**src/hw/drive_pkg.sv**
```systemverilog
// Purpose: shared constants for the drive run/direction/acknowledge block
// Assumes: 40 MHz pclk, APB with 32-bit data
// Notes: register byte offsets, field positions, reset values, input indices
package drive_pkg;
  // clock and auto-acknowledge timing
  localparam int CLK_HZ = 40_000_000;
  localparam int SEC_UNIT = 1;
  localparam int SEC_CYCLES = SEC_UNIT * CLK_HZ;
  // register byte offsets
  localparam logic [7:0] OFS_CFG = 8'h00;
  localparam logic [7:0] OFS_ENSRC = 8'h04;
  localparam logic [7:0] OFS_AUTOACK = 8'h08;
  localparam logic [7:0] OFS_STATUS = 8'h0C;
  // field positions in the configuration word
  localparam int CFG_PROT_LSB = 0;
  localparam int CFG_DIR_LSB = 4;
  localparam int CFG_ACK_LSB = 9;
  // setting limits and reset values
  localparam logic [3:0] PROT_MAX = 4'h8;
  localparam logic [3:0] PROT_RST = 4'h1;
  localparam logic [4:0] DIR_MAX = 5'h10;
  localparam logic [4:0] DIR_RST = 5'h00;
  localparam logic [2:0] ACK_MAX = 3'h7;
  localparam logic [2:0] ACK_RST = 3'h4;
  localparam logic [4:0] ENSRC_MAX = 5'h12;
  localparam logic [4:0] ENSRC_AUTO = 5'h09;
  localparam logic [9:0] AUTOACK_MAX = 10'h3E8;
  // status bit positions
  localparam int ST_RUN = 0;
  localparam int ST_REV = 1;
  localparam int ST_FAULT = 2;
  localparam int ST_KEYDIR = 3;
  localparam int ST_ARMED = 4;
  // synchronised input indices
  localparam int IN_W = 12;
  localparam int IN_DIN0 = 0;
  localparam int IN_AIN0 = 4;
  localparam int IN_KEY_REV = 6;
  localparam int IN_KEY_I = 7;
  localparam int IN_KEY_II = 8;
  localparam int IN_KEY_ACK = 9;
  localparam int IN_SW_EN = 10;
  localparam int IN_HW_EN = 11;
endpackage

```
**src/hw/sync_if.sv**
```systemverilog
// Purpose: carries synchronised input levels and rising-edge pulses
// Assumes: one pclk domain
// Notes: src drives, dst reads
`timescale 1ns/1ps
interface sync_if;
  // synchronised levels
  logic [drive_pkg::IN_W-1:0] level;
  // one-cycle rising-edge pulses
  logic [drive_pkg::IN_W-1:0] rise;
  modport src(output level, output rise);
  modport dst(input level, input rise);
endinterface

```
**src/hw/drive_qualify.sv**
```systemverilog
// Purpose: start-up protection, direction select and fault acknowledge
// Assumes: APB slave, pclk 40 MHz, same-clock internal sources
// Notes: settings live in APB registers; outputs are registered
`timescale 1ns/1ps
module drive_qualify #(
  parameter int SEC_CYCLES = drive_pkg::SEC_CYCLES
) (
  // apb clock and reset
  input wire logic pclk,
  input wire logic presetn,
  // apb slave
  input wire logic psel,
  input wire logic penable,
  input wire logic pwrite,
  input wire logic [7:0] paddr,
  input wire logic [31:0] pwdata,
  output logic [31:0] prdata,
  output logic pready,
  output logic pslverr,
  // external pins and keypad keys
  input wire logic [3:0] din,
  input wire logic [1:0] ain_dig,
  input wire logic key_rev,
  input wire logic key_i,
  input wire logic key_ii,
  input wire logic key_ack,
  input wire logic ctrl_enable,
  input wire logic hw_enable,
  // internal same-clock sources
  input wire logic plc_prot,
  input wire logic plc_dir,
  input wire logic virt_out,
  input wire logic target_neg,
  input wire logic motor_running,
  input wire logic operational,
  input wire logic fault_cause,
  // qualified commands
  output logic run_cmd,
  output logic dir_rev,
  output logic fault_pending
);
  sync_if sy ();
  // settings
  logic [3:0] prot_sel; // start-up protection setting
  logic [4:0] dir_sel; // direction source setting
  logic [2:0] ack_sel; // acknowledge source setting
  logic [4:0] en_src; // enable source, only autostart is used here
  logic [9:0] autoack; // auto-acknowledge delay in seconds
  // internal state
  logic armed; // enable seen rising, protected or not; kept while enable stays high and no fault
  logic key_dir; // keypad-chosen direction, kept
  logic [25:0] pre_cnt; // one-second prescaler
  logic [9:0] sec_cnt; // elapsed whole seconds

  // synchronise pins and keys
  input_sync u_sync (
    .pclk(pclk),
    .presetn(presetn),
    .raw({hw_enable, ctrl_enable, key_ack, key_ii, key_i, key_rev, ain_dig, din}),
    .out(sy.src)
  );

  // apb decode
  wire access = psel & penable & ~pready;
  wire wr = psel & penable & pready & pwrite;
  wire sel_cfg = paddr == drive_pkg::OFS_CFG;
  wire sel_en = paddr == drive_pkg::OFS_ENSRC;
  wire sel_aa = paddr == drive_pkg::OFS_AUTOACK;
  wire sel_st = paddr == drive_pkg::OFS_STATUS;
  wire mapped = sel_cfg | sel_en | sel_aa | sel_st;
  // fields of the write data
  wire [3:0] w_prot = pwdata[drive_pkg::CFG_PROT_LSB +: 4];
  wire [4:0] w_dir = pwdata[drive_pkg::CFG_DIR_LSB +: 5];
  wire [2:0] w_ack = pwdata[drive_pkg::CFG_ACK_LSB +: 3];
  wire [4:0] w_en = pwdata[4:0];
  wire [9:0] w_aa = pwdata[9:0];
  // read data
  wire [31:0] cfg_word = {20'h00000, ack_sel, dir_sel, prot_sel};
  wire [31:0] st_word = {27'h0000000, armed, key_dir, fault_pending, dir_rev, run_cmd};
  wire [31:0] rd_word = sel_cfg ? cfg_word
                      : sel_en ? {27'h0000000, en_src}
                      : sel_aa ? {22'h000000, autoack}
                      : sel_st ? st_word : 32'h00000000;

  // apb answer: one wait state, registered
  always_ff @(posedge pclk or negedge presetn) begin
    if (!presetn) begin
      pready <= 1'b0;
      pslverr <= 1'b0;
      prdata <= 32'h00000000;
    end else begin
      pready <= access;
      pslverr <= access & ~mapped;
      prdata <= access & ~pwrite ? rd_word : 32'h00000000;
    end
  end

  // register writes; out-of-range values leave the field as it was
  always_ff @(posedge pclk or negedge presetn) begin
    if (!presetn) begin
      prot_sel <= drive_pkg::PROT_RST;
      dir_sel <= drive_pkg::DIR_RST;
      ack_sel <= drive_pkg::ACK_RST;
      en_src <= 5'h00;
      autoack <= 10'h000;
    end else if (wr) begin
      if (sel_cfg && w_prot <= drive_pkg::PROT_MAX) prot_sel <= w_prot;
      if (sel_cfg && w_dir <= drive_pkg::DIR_MAX) dir_sel <= w_dir;
      if (sel_cfg && w_ack <= drive_pkg::ACK_MAX) ack_sel <= w_ack;
      if (sel_en && w_en <= drive_pkg::ENSRC_MAX) en_src <= w_en;
      if (sel_aa && w_aa <= drive_pkg::AUTOACK_MAX) autoack <= w_aa;
    end
  end

  // start-up protection source
  wire [3:0] lv = sy.level[drive_pkg::IN_DIN0 +: 4];
  wire [1:0] av = sy.level[drive_pkg::IN_AIN0 +: 2];
  wire [3:0] lr = sy.rise[drive_pkg::IN_DIN0 +: 4];
  wire [1:0] ar = sy.rise[drive_pkg::IN_AIN0 +: 2];
  wire sw_en = sy.level[drive_pkg::IN_SW_EN];
  wire sw_rise = sy.rise[drive_pkg::IN_SW_EN];
  wire hw_en = sy.level[drive_pkg::IN_HW_EN];
  wire autostart = en_src == drive_pkg::ENSRC_AUTO;
  wire prot_din = prot_sel >= 4'h2 && prot_sel <= 4'h5 && lv[2'(prot_sel - 4'h2)];
  wire prot_plc = prot_sel == 4'h6 && plc_prot;
  wire prot_ain = prot_sel >= 4'h7 && av[1'(prot_sel - 4'h7)];
  wire prot_on = prot_sel == 4'h1 | prot_din | prot_plc | prot_ain;
  // run needs hardware enable, no fault, and, unless autostart, a fresh edge when protected
  wire sw_ok = autostart | sw_en & (armed | ~prot_on);
  wire next_run = hw_en & ~fault_pending & sw_ok;
  // arm on a rising enable; drop with enable or on a fault
  wire next_armed = ~fault_pending & sw_en & (armed | sw_rise);

  // keypad direction handling
  wire k_rev = sy.rise[drive_pkg::IN_KEY_REV];
  wire k_i = sy.rise[drive_pkg::IN_KEY_I];
  wire k_ii = sy.rise[drive_pkg::IN_KEY_II];
  wire tog_ok = dir_sel == 5'h0A & motor_running | dir_sel == 5'h0E & operational;
  wire two_key = dir_sel == 5'h0B | dir_sel == 5'h0F |
                 (dir_sel == 5'h0C | dir_sel == 5'h10) & ~motor_running;
  wire next_key_dir = tog_ok & k_rev ? ~key_dir
                    : two_key & k_ii ? 1'b1
                    : two_key & k_i ? 1'b0 : key_dir;
  wire keypad_mode = dir_sel >= 5'h0A && dir_sel != 5'h0D;
  // direction selection
  wire next_dir = dir_sel == 5'h00 ? target_neg
                : dir_sel == 5'h01 ? 1'b0
                : dir_sel == 5'h02 ? 1'b1
                : dir_sel <= 5'h06 ? lv[2'(dir_sel - 5'h03)]
                : dir_sel == 5'h07 ? plc_dir
                : dir_sel <= 5'h09 ? av[1'(dir_sel - 5'h08)]
                : dir_sel == 5'h0D ? virt_out
                : keypad_mode ? next_key_dir : dir_rev;

  // acknowledge source selection
  wire ack_din = ack_sel >= 3'h1 && ack_sel <= 3'h4 && lr[2'(ack_sel - 3'h1)];
  wire ack_key = ack_sel == 3'h5 && sy.rise[drive_pkg::IN_KEY_ACK];
  wire ack_ain = ack_sel >= 3'h6 && ar[1'(ack_sel - 3'h6)];
  wire ack_pulse = ack_din | ack_key | ack_ain;
  // auto-acknowledge timer runs only while fault is pending and its cause gone
  wire aa_run = fault_pending & ~fault_cause & autoack != 10'h000;
  wire sec_tick = pre_cnt == 26'(SEC_CYCLES - 1);
  wire aa_done = aa_run && sec_cnt == autoack;
  // a present cause wins over any clear
  wire next_fault = fault_cause | fault_pending & ~(ack_pulse | aa_done);

  // auto-acknowledge counters
  always_ff @(posedge pclk or negedge presetn) begin
    if (!presetn) begin
      pre_cnt <= 26'h0000000;
      sec_cnt <= 10'h000;
    end else if (!aa_run || aa_done) begin
      pre_cnt <= 26'h0000000;
      sec_cnt <= 10'h000;
    end else begin
      pre_cnt <= sec_tick ? 26'h0000000 : pre_cnt + 26'h0000001;
      sec_cnt <= sec_tick ? sec_cnt + 10'h001 : sec_cnt;
    end
  end

  // command state
  always_ff @(posedge pclk or negedge presetn) begin
    if (!presetn) begin
      run_cmd <= 1'b0;
      armed <= 1'b0;
      dir_rev <= 1'b0;
      key_dir <= 1'b0;
      fault_pending <= 1'b0;
    end else begin
      run_cmd <= next_run;
      armed <= next_armed;
      dir_rev <= next_dir;
      key_dir <= next_key_dir;
      fault_pending <= next_fault;
    end
  end

  // checks
  prot_range_a: assert property (@(posedge pclk) disable iff (!presetn)
    prot_sel <= drive_pkg::PROT_MAX && dir_sel <= drive_pkg::DIR_MAX && ack_sel <= drive_pkg::ACK_MAX)
    else $error("setting out of range");
  edge_start_a: assert property (@(posedge pclk) disable iff (!presetn)
    prot_sel == 4'h1 && !autostart && !armed && !sw_rise |=> !run_cmd)
    else $error("start without enable edge");
  din_prot_a: assert property (@(posedge pclk) disable iff (!presetn)
    prot_sel == 4'h3 && lv[1] && !armed && !sw_rise && !autostart |=> !run_cmd)
    else $error("protected start on digital input");
  autostart_a: assert property (@(posedge pclk) disable iff (!presetn)
    autostart && hw_en && !fault_pending |=> run_cmd)
    else $error("autostart did not run");
  target_dir_a: assert property (@(posedge pclk) disable iff (!presetn)
    dir_sel == 5'h00 |=> dir_rev == $past(target_neg))
    else $error("direction not from target sign");
  forced_dir_a: assert property (@(posedge pclk) disable iff (!presetn)
    dir_sel == 5'h01 ##1 dir_sel == 5'h01 |-> !dir_rev)
    else $error("forced forwards broken");
  din_dir_a: assert property (@(posedge pclk) disable iff (!presetn)
    dir_sel == 5'h04 |=> dir_rev == $past(lv[1]))
    else $error("direction not from digital input");
  rev_toggle_a: assert property (@(posedge pclk) disable iff (!presetn)
    dir_sel == 5'h0A && k_rev && motor_running |=> key_dir != $past(key_dir))
    else $error("reverse key did not toggle");
  still_key_a: assert property (@(posedge pclk) disable iff (!presetn)
    dir_sel == 5'h10 && motor_running |=> key_dir == $past(key_dir))
    else $error("key taken while running");
  ack_blocked_a: assert property (@(posedge pclk) disable iff (!presetn)
    fault_cause |=> fault_pending)
    else $error("fault cleared while cause present");
  no_manual_a: assert property (@(posedge pclk) disable iff (!presetn)
    ack_sel == 3'h0 && autoack == 10'h000 && fault_pending |=> fault_pending)
    else $error("fault cleared without source");
  din_ack_a: assert property (@(posedge pclk) disable iff (!presetn)
    ack_sel == 3'h2 && lr[1] && fault_pending && !fault_cause |=> !fault_pending)
    else $error("digital acknowledge ignored");
  key_ack_a: assert property (@(posedge pclk) disable iff (!presetn)
    ack_sel == 3'h5 && ack_key && fault_pending && !fault_cause |=> !fault_pending)
    else $error("keypad acknowledge ignored");
  // main scenarios
  edge_run_c: cover property (@(posedge pclk) disable iff (!presetn)
    prot_sel == 4'h1 && sw_rise ##[1:4] run_cmd);
  fault_ack_c: cover property (@(posedge pclk) disable iff (!presetn)
    fault_pending && ack_pulse ##1 !fault_pending);
  key_rev_c: cover property (@(posedge pclk) disable iff (!presetn)
    tog_ok && k_rev ##1 dir_rev);
  auto_ack_c: cover property (@(posedge pclk) disable iff (!presetn) aa_done);
endmodule

```
**src/hw/input_sync.sv**
```systemverilog
// Purpose: two-stage synchroniser and rising-edge detector per input
// Assumes: raw inputs come from pins or keys outside pclk
// Notes: first stage is read only by the second stage
`timescale 1ns/1ps
module input_sync (
  // clock and reset
  input wire logic pclk,
  input wire logic presetn,
  // raw pins
  input wire logic [drive_pkg::IN_W-1:0] raw,
  // synchronised outputs
  sync_if.src out
);
  genvar i;
  // one synchroniser and edge detector per input bit
  generate
    for (i = 0; i < drive_pkg::IN_W; i++) begin : g_bit
      logic meta;
      logic stable;
      logic prev;
      // two flops, then a delayed copy for the edge
      always_ff @(posedge pclk or negedge presetn) begin
        if (!presetn) begin
          // all stages start high so a pin already high at release gives no false edge
          meta <= 1'b1;
          stable <= 1'b1;
          prev <= 1'b1;
        end else begin
          meta <= raw[i];
          stable <= meta;
          prev <= stable;
        end
      end
      assign out.level[i] = stable;
      // edge from consecutive synchronised samples
      assign out.rise[i] = stable & ~prev;
      rise_pulse_a: assert property (@(posedge pclk) disable iff (!presetn)
        out.rise[i] |=> !out.rise[i] && out.level[i] == $past(out.level[i]) || !out.rise[i])
        else $error("edge pulse longer than one cycle");
    end
  endgenerate
endmodule

```
**config.mk**
```make
export PLATFORM = sky130hd
export DESIGN_NAME = drive_qualify
export DESIGN_NICKNAME = d
export VERILOG_FILES = /design/src/hw/drive_pkg.sv /design/src/hw/sync_if.sv /design/src/hw/drive_qualify.sv /design/src/hw/input_sync.sv
export SDC_FILE = /design/constraint.sdc
export NUM_CORES = 1
export LEC_CHECK = 0
export ABC_AREA = 1
export BUFFER_PORTS_ARGS = -buffer_cell sky130_fd_sc_hd__buf_4
export CAP_MARGIN = 20
export CORE_ASPECT_RATIO = 1.2
export CORE_MARGIN = 2
export CORE_UTILIZATION = 58
export CTS_BUF_LIST = sky130_fd_sc_hd__clkbuf_8
export CTS_CLUSTER_SIZE = 20
export DETAILED_ROUTE_END_ITERATION = 8
export GPL_TIMING_DRIVEN = 0
export PLACE_DENSITY = 0.93
export SLEW_MARGIN = 0
export SYNTH_ARGS = -nofsm -noshare
export SYNTH_HDL_FRONTEND = slang
export SYNTH_SLANG_ARGS = --single-unit
```
**constraint.sdc**
```tcl
create_clock -name pclk -period 2.2 [get_ports pclk]
set_clock_uncertainty 0.15 [all_clocks]
set_input_delay 0.22 -clock pclk [delete_from_list [all_inputs] [get_ports pclk]]
set_output_delay 0.22 -clock pclk [all_outputs]
set_load 0.02 [all_outputs]
```
Word level (Yosys, flattened, before mapping)
Cells that the tools add are included.

Add/subtract/negate cells: 8. Order comparisons: 20. Equality and inequality tests: 20. Multiplexer cells: 32. Bitwise gates (word level): 68. Reductions and logical operators: 27.

Operators by type and width (number): $mux W26 (2); $mux W10 (4); $eq A5 B4 Y1 const B (7); $and A1 B1 Y1 (31); $add A26 B1 Y26 const B (1); $eq A26 B26 Y1 const B (1); $mux W12 (2); $mux W1 (20); $not A1 Y1 (20); $or A1 B1 Y1 (17); $eq A8 B4 Y1 const B (2); $logic_and A1 B1 Y1 (15); $add A10 B1 Y10 const B (1); $eq A10 B10 Y1 (1); $le A10 B10 Y1 const B (1); $le A5 B5 Y1 const B (2); $reduce_and A2 Y1 (5); $reduce_bool A10 Y1 (1); $lt A2 B3 Y1 const B (3); $eq A8 B3 Y1 const B (1); $logic_not A8 Y1 (1); $reduce_bool A8 Y1 (1); $bmux W1 S2 (3); $le A3 B3 Y1 const B (2); 26 further kinds (31).

Bits in registers: 117. Output and inout port bits: 37. Logic and storage cells: 225.

Logic depth before layout (Yosys ltp)
Depth in word-level cells: 16. Gate-level depth with buffers: 20. Mapped depth without buffers: 19.

Hierarchy
A second synthesis with hierarchy kept.

Cell total of the unflattened synthesis: 680. Area total of the unflattened synthesis: 6014.5 sq um.

Modules (own cells, without submodules): drive_qualify (times used 1, cells an instance 608, area each 4858.4 sq um); input_sync (times used 1, cells an instance 72, area each 1156.1 sq um).

Least setup slack after synthesis
No wires, ideal clock.

Path kind: reg-to-reg. From: register pre_cnt[0]. To: register pre_cnt[24]. Arrival time: 1679 ps. Data required time: 1929 ps. Setup slack: 250 ps. Stages on the path, launching flop included: 17. Buffers on the path: 0. Clock period less this slack: 1950 ps. Cell sequence: dfrtp_1 > ha_1 > nand2_1 > nor2_2 > nand2_2 > nor2_2 > inv_2 > nor2_4 > nand2_2 > nor3_2 > inv_2 > nor2_4 > nand2_4 > nor2_4 > nand2_1 > nand2_1 > a21oi_1.

Longest elaborated chain between the ends: 3. Elaborated cells on any way between the ends: 4. Classes of those cells: add/sub: 1; eq/ne: 1; mux: 2.

RTL lines: from (decl) (line drive_qualify.sv:52) `logic [25:0] pre_cnt;`; from (signal assigned) (line drive_qualify.sv:176) `pre_cnt <= sec_tick ? 26'h0000000 : pre_cnt + 26'h0000001;`; $add A26 B1 Y26 or $eq A26 B26 Y1 (tied branches) (line drive_qualify.sv:176, drive_qualify.sv:162); $mux W26 * (line drive_qualify.sv:176); $mux W26 * (line drive_qualify.sv:172) `end else if (!aa_run || aa_done) begin`.

Every way passes the cells marked *; elsewhere a longest branch is shown, timed or not. A chain may end at the register's enable or synchronous reset.

Worst setup path in the final report
From: register dir_sel[2]. To: register dir_rev.

Longest elaborated chain between the ends: 16. Elaborated cells on any way between the ends: 38. Classes of those cells: order compare: 3; eq/ne: 11; mux: 11; bitwise: 10; reduce/logical: 3.

RTL lines: from (decl) (line drive_qualify.sv:45) `logic [4:0] dir_sel;`; from (signal assigned) (line drive_qualify.sv:102) `dir_sel <= drive_pkg::DIR_RST;`; from (signal assigned) (line drive_qualify.sv:108) `if (sel_cfg && w_dir <= drive_pkg::DIR_MAX) dir_sel <= w_dir;`; $eq A5 B4 Y1 or $eq A5 B5 Y1 (tied branches) (line drive_qualify.sv:140) `(dir_sel == 5'h0C | dir_sel == 5'h10) & ~motor_running;`; $or A1 B1 Y1 (line drive_qualify.sv:140); $and A1 B1 Y1 (line drive_qualify.sv:140); $or A1 B1 Y1 (line drive_qualify.sv:139) `wire two_key = dir_sel == 5'h0B | dir_sel == 5'h0F |`; $and A1 B1 Y1 (line drive_qualify.sv:143) `: two_key & k_i ? 1'b0 : key_dir;`; $mux W1 (line drive_qualify.sv:143); $mux W1 (line drive_qualify.sv:142) `: two_key & k_ii ? 1'b1`; $mux W1 (line drive_qualify.sv:141) `wire next_key_dir = tog_ok & k_rev ? ~key_dir`; $mux W1 (line drive_qualify.sv:153) `: keypad_mode ? next_key_dir : dir_rev;`; $mux W1 (line drive_qualify.sv:152) `: dir_sel == 5'h0D ? virt_out`; $mux W1 (line drive_qualify.sv:151) `: dir_sel <= 5'h09 ? av[1'(dir_sel - 5'h08)]`; $mux W1 (line drive_qualify.sv:150) `: dir_sel == 5'h07 ? plc_dir`; $mux W1 (line drive_qualify.sv:149) `: dir_sel <= 5'h06 ? lv[2'(dir_sel - 5'h03)]`; $mux W1 (line drive_qualify.sv:148) `: dir_sel == 5'h02 ? 1'b1`; $mux W1 (line drive_qualify.sv:147) `: dir_sel == 5'h01 ? 1'b0`; $mux W1 (line drive_qualify.sv:146) `wire next_dir = dir_sel == 5'h00 ? target_neg`; to (signal assigned) (line drive_qualify.sv:192) `dir_rev <= next_dir;`; to (decl) (line drive_qualify.sv:39) `output logic dir_rev,`.

Several ways; a longest one is shown, not always the timed one. The select of a mux whose other input is x is not followed.

==> metrics <==
outcome=complete, but fails checks; violated checks=setup timing; Worst R2R Setup Slack=-0.23 ns; max_cap viols=0; Clock Sinks=117; Fmax achieved=0.411 GHz; FP Rows=39; Post-Syn Area=5650 um2; CTS root buf=clkbuf_8; Buf+Inv Stages, Crit Path=1; Fill cells=555; largest net degree at the start of global routing=63; pwr/cell area=612 nW/um2; delay-heaviest family, CP=compound AO/OA/AOI/OAI gates; dpl cells=847; Die X=94.1 um; Switching Share=0.237; max_slew headroom=0.513; most numerous cell on the critical path=nand2_1; CTS buffer count=17; ys flop type=dfrtp_1; Final period util=1.11; hold_ws=0.00456 ns; min Tclk post-route=2.43 ns; DRC=0; P&R area growth vs syn=31.2%; CP startpoint kind=flip-flop; CP Capture Type=flip-flop; hpwl dp=10.1 mm; Hold Startpoint=pwdata[0]; sequential area share after synthesis=0.526; Yosys Warn Count=0; Worst path slowest cell=a2111oi_2; Detail Route Antenna Nets=0; initial antenna violation count=1; Netlist cell types=47; IO buf count=60; share of cells above drive strength 1=0.298; DRT iter0 DRCs=689; most frequent cells in the layout=buf_4, nand2_1, inv_1; Routed WL per cell=18.9 um; Overall Global Routing Usage=0.309; CP Max Fanout=10; Core Area=9520 um2; Vias/cell=5.88; crit path kind=flip-flop to flip-flop; grt ovf=0; total number of vias=5503; first-pass GRT wire length=25.0 mm; R2R depth=8; Flop pwr share=0.494; Net Switching=1.08 mW; Final Hold Vio Count=0; worst-skew pair later-pin latency=0.45 ns; R2R Path Start=dir_sel[2]; Final Max Slew Viols=0; Routed WL=17.7 mm; Worst path max stage delay=0.52 ns; Final nets=871; clock power share=0.437; Synth top area share=0.354; power share of the combinational group=0.069; Tightest Pin Transition=0.730 ns; fraction of registers with async set/reset=1.00; top cells by area, synth=dfrtp_1, dfstp_2, nand2_1; number of synthesized register bits=117; Die H=112 um; crit path capture=dir_rev; Starting Density=0.594; internal power=3.46 mW; Setup violations, final=5; CTS tree=done; Mean Syn Cell Area=8.78 um2; Mapped Cells=644; Max H-tree Level=4; CTS max path bufs=2; CP startpoint=dir_sel[2]; worst path required time=2.40 ns; Boundary Pins=101; die area=10600 um2; most common cell after layout, fill and taps aside=buf_4; Pre-antenna DRT Iters=7; gpl congestion=0.954; clock-pin slew of the registers on the worst-case setup and hold paths=0.09 ns; crit path cell chain=buf_2 -> nand2_1 -> o21ai_1 -> o211ai_1 -> a2111oi_2 -> nor2_1 -> nand2_1 -> nand2_1; fin cells=936; Worst EP arrival=2.63 ns; HP Class=input pin to flip-flop; vias in the first global route=5343; Lkg Pwr=3.48 nW; Post-synth EDFFs=0; Crit path depth=8; Yosys top cell by area=dfrtp_1; worst setup margin=-0.234 ns; RSZ-0062 raised after global routing=true; reg2reg end=dir_rev; Max VDD drop=0.679 mV
-- power groups by stage --
stage	Combinational (mW)	Clock, mW	Sequential [mW]
after floorplan	0.102	0	2.27
after global placement	0.236	0	2.27
after detailed placement	0.252	0	2.28
after CTS	0.294	1.97	2.24
after global routing	0.334	2.09	2.25
final	0.311	1.99	2.24
-- state kept, by name, indices dropped and copies added, names as in the netlist --
signal	cells
ack_sel	3
armed	1
autoack	10
dir_rev	1
dir_sel	5
en_src	5
fault_pending	1
key_dir	1
prdata	12
pre_cnt	26
pready	1
prot_sel	4
pslverr	1
run_cmd	1
sec_cnt	10
u_sync.g_bit.meta	12
u_sync.g_bit.prev	11
u_sync.g_bit.stable	12
-- area by class of cell --
cell class                      instances  area, um2  area share
Clock inverter                         11        110      0.0148
Sequential cell                       117       2980       0.401
Buffer                                 29        205      0.0277
Tap cell                              123        154      0.0208
Multi-Input combinational cell        423       2350       0.317
Clock buffer                           21        289      0.0390
Timing Repair Buffer                  117        972       0.131
Inverter                               94        360      0.0486
Antenna cell                            1       2.50    0.000337
-- worst reg2reg max path, cell delays in order (launching register included) --
cell and delay (ns):
dfrtp_1 0.37, buf_2 0.24, nand2_1 0.09, o21ai_1 0.38, o211ai_1 0.31, a2111oi_2 0.52, nor2_1 0.11, nand2_1 0.09
nand2_1 0.06
-- cells in the mapped netlist, types with 3 or more instances --
| cell type | count |
|---|---|
| o21ai_0 | 48 |
| nor2_2 | 9 |
| buf_2 | 4 |
| nand3_1 | 23 |
| nor3_2 | 4 |
| nand2_1 | 109 |
| o221ai_1 | 3 |
| nor3b_1 | 4 |
| nor4_1 | 9 |
| a21oi_1 | 34 |
| a311oi_1 | 3 |
| xnor2_1 | 6 |
| xor2_1 | 5 |
| nor3_1 | 22 |
| nor2_4 | 4 |
| or2_2 | 3 |
| inv_2 | 6 |
| nand4_1 | 10 |
| dfstp_2 | 37 |
| ha_1 | 8 |
| clkbuf_1 | 5 |
| nor2_1 | 64 |
| o211ai_1 | 6 |
| nand2_2 | 3 |
| dfrtp_1 | 80 |
| buf_4 | 20 |
| inv_1 | 88 |
-- worst min-delay path by stage --
| stage | end | slack, ns | depth (start not counted) |
|---|---|---|---|
| floorplan | ack_sel[0] | -0.23 | 0 |
| global placement | u_sync.g_bit[11].meta | 0.18 | 1 |
| detailed placement | armed | 0.18 | 1 |
| CTS | autoack[0] | 0.0002 | 3 |
| global route | prot_sel[0] | 0.03 | 3 |
| finish | autoack[0] | 0.005 | 3 |
-- per-stage QoR --
step           total power, mW  setup TNS [ns]  worst slack (ns)  area, um2   util
3_5_place_dp              2.53           -1.89            -0.180       6350  0.668
3_3_place_gp              2.51          -0.744           -0.0837       6330  0.665
2_1_floorplan             2.38               0             0.250       5720      -
5_1_grt                   4.67           -2.58            -0.227       7420  0.779
4_1_cts                   4.51               0           0.00126       7140  0.750
6_report                  4.54          -0.351            -0.234       7420  0.779
-- cells by family after synthesis --
kind of cell | count (synthesis) | share of synthesized area
other | 1 | 0.000664
xor gates and xnor gates | 11 | 0.0170
buffers and inverters | 123 | 0.0959
and+or+nand+nor | 271 | 0.225
DFF | 117 | 0.526
adders and majority gates | 8 | 0.0177
AOI/OAI and AO/OA | 113 | 0.117
-- metal layers --
metal	wire length, um	global-route usage
met4	1190	0.188
met2	8990	0.519
met3	1520	0.0839
met1	5970	0.347
met5	0	0
-- repair_timing --
| item | in CTS | in global routing |
|---|---|---|
| pin swaps | 2 | 20 |
| buffers inserted | 8 | 20 |
| gates cloned | 0 | 0 |
| endpoints found under the setup margin | 26 | 32 |
| gates resized for setup | 14 | 45 |
| hold buffers | 28 | 0 |
| hold endpoints to repair | 76 | 0 |
Note: power is estimated with default switching activity, not from simulation.
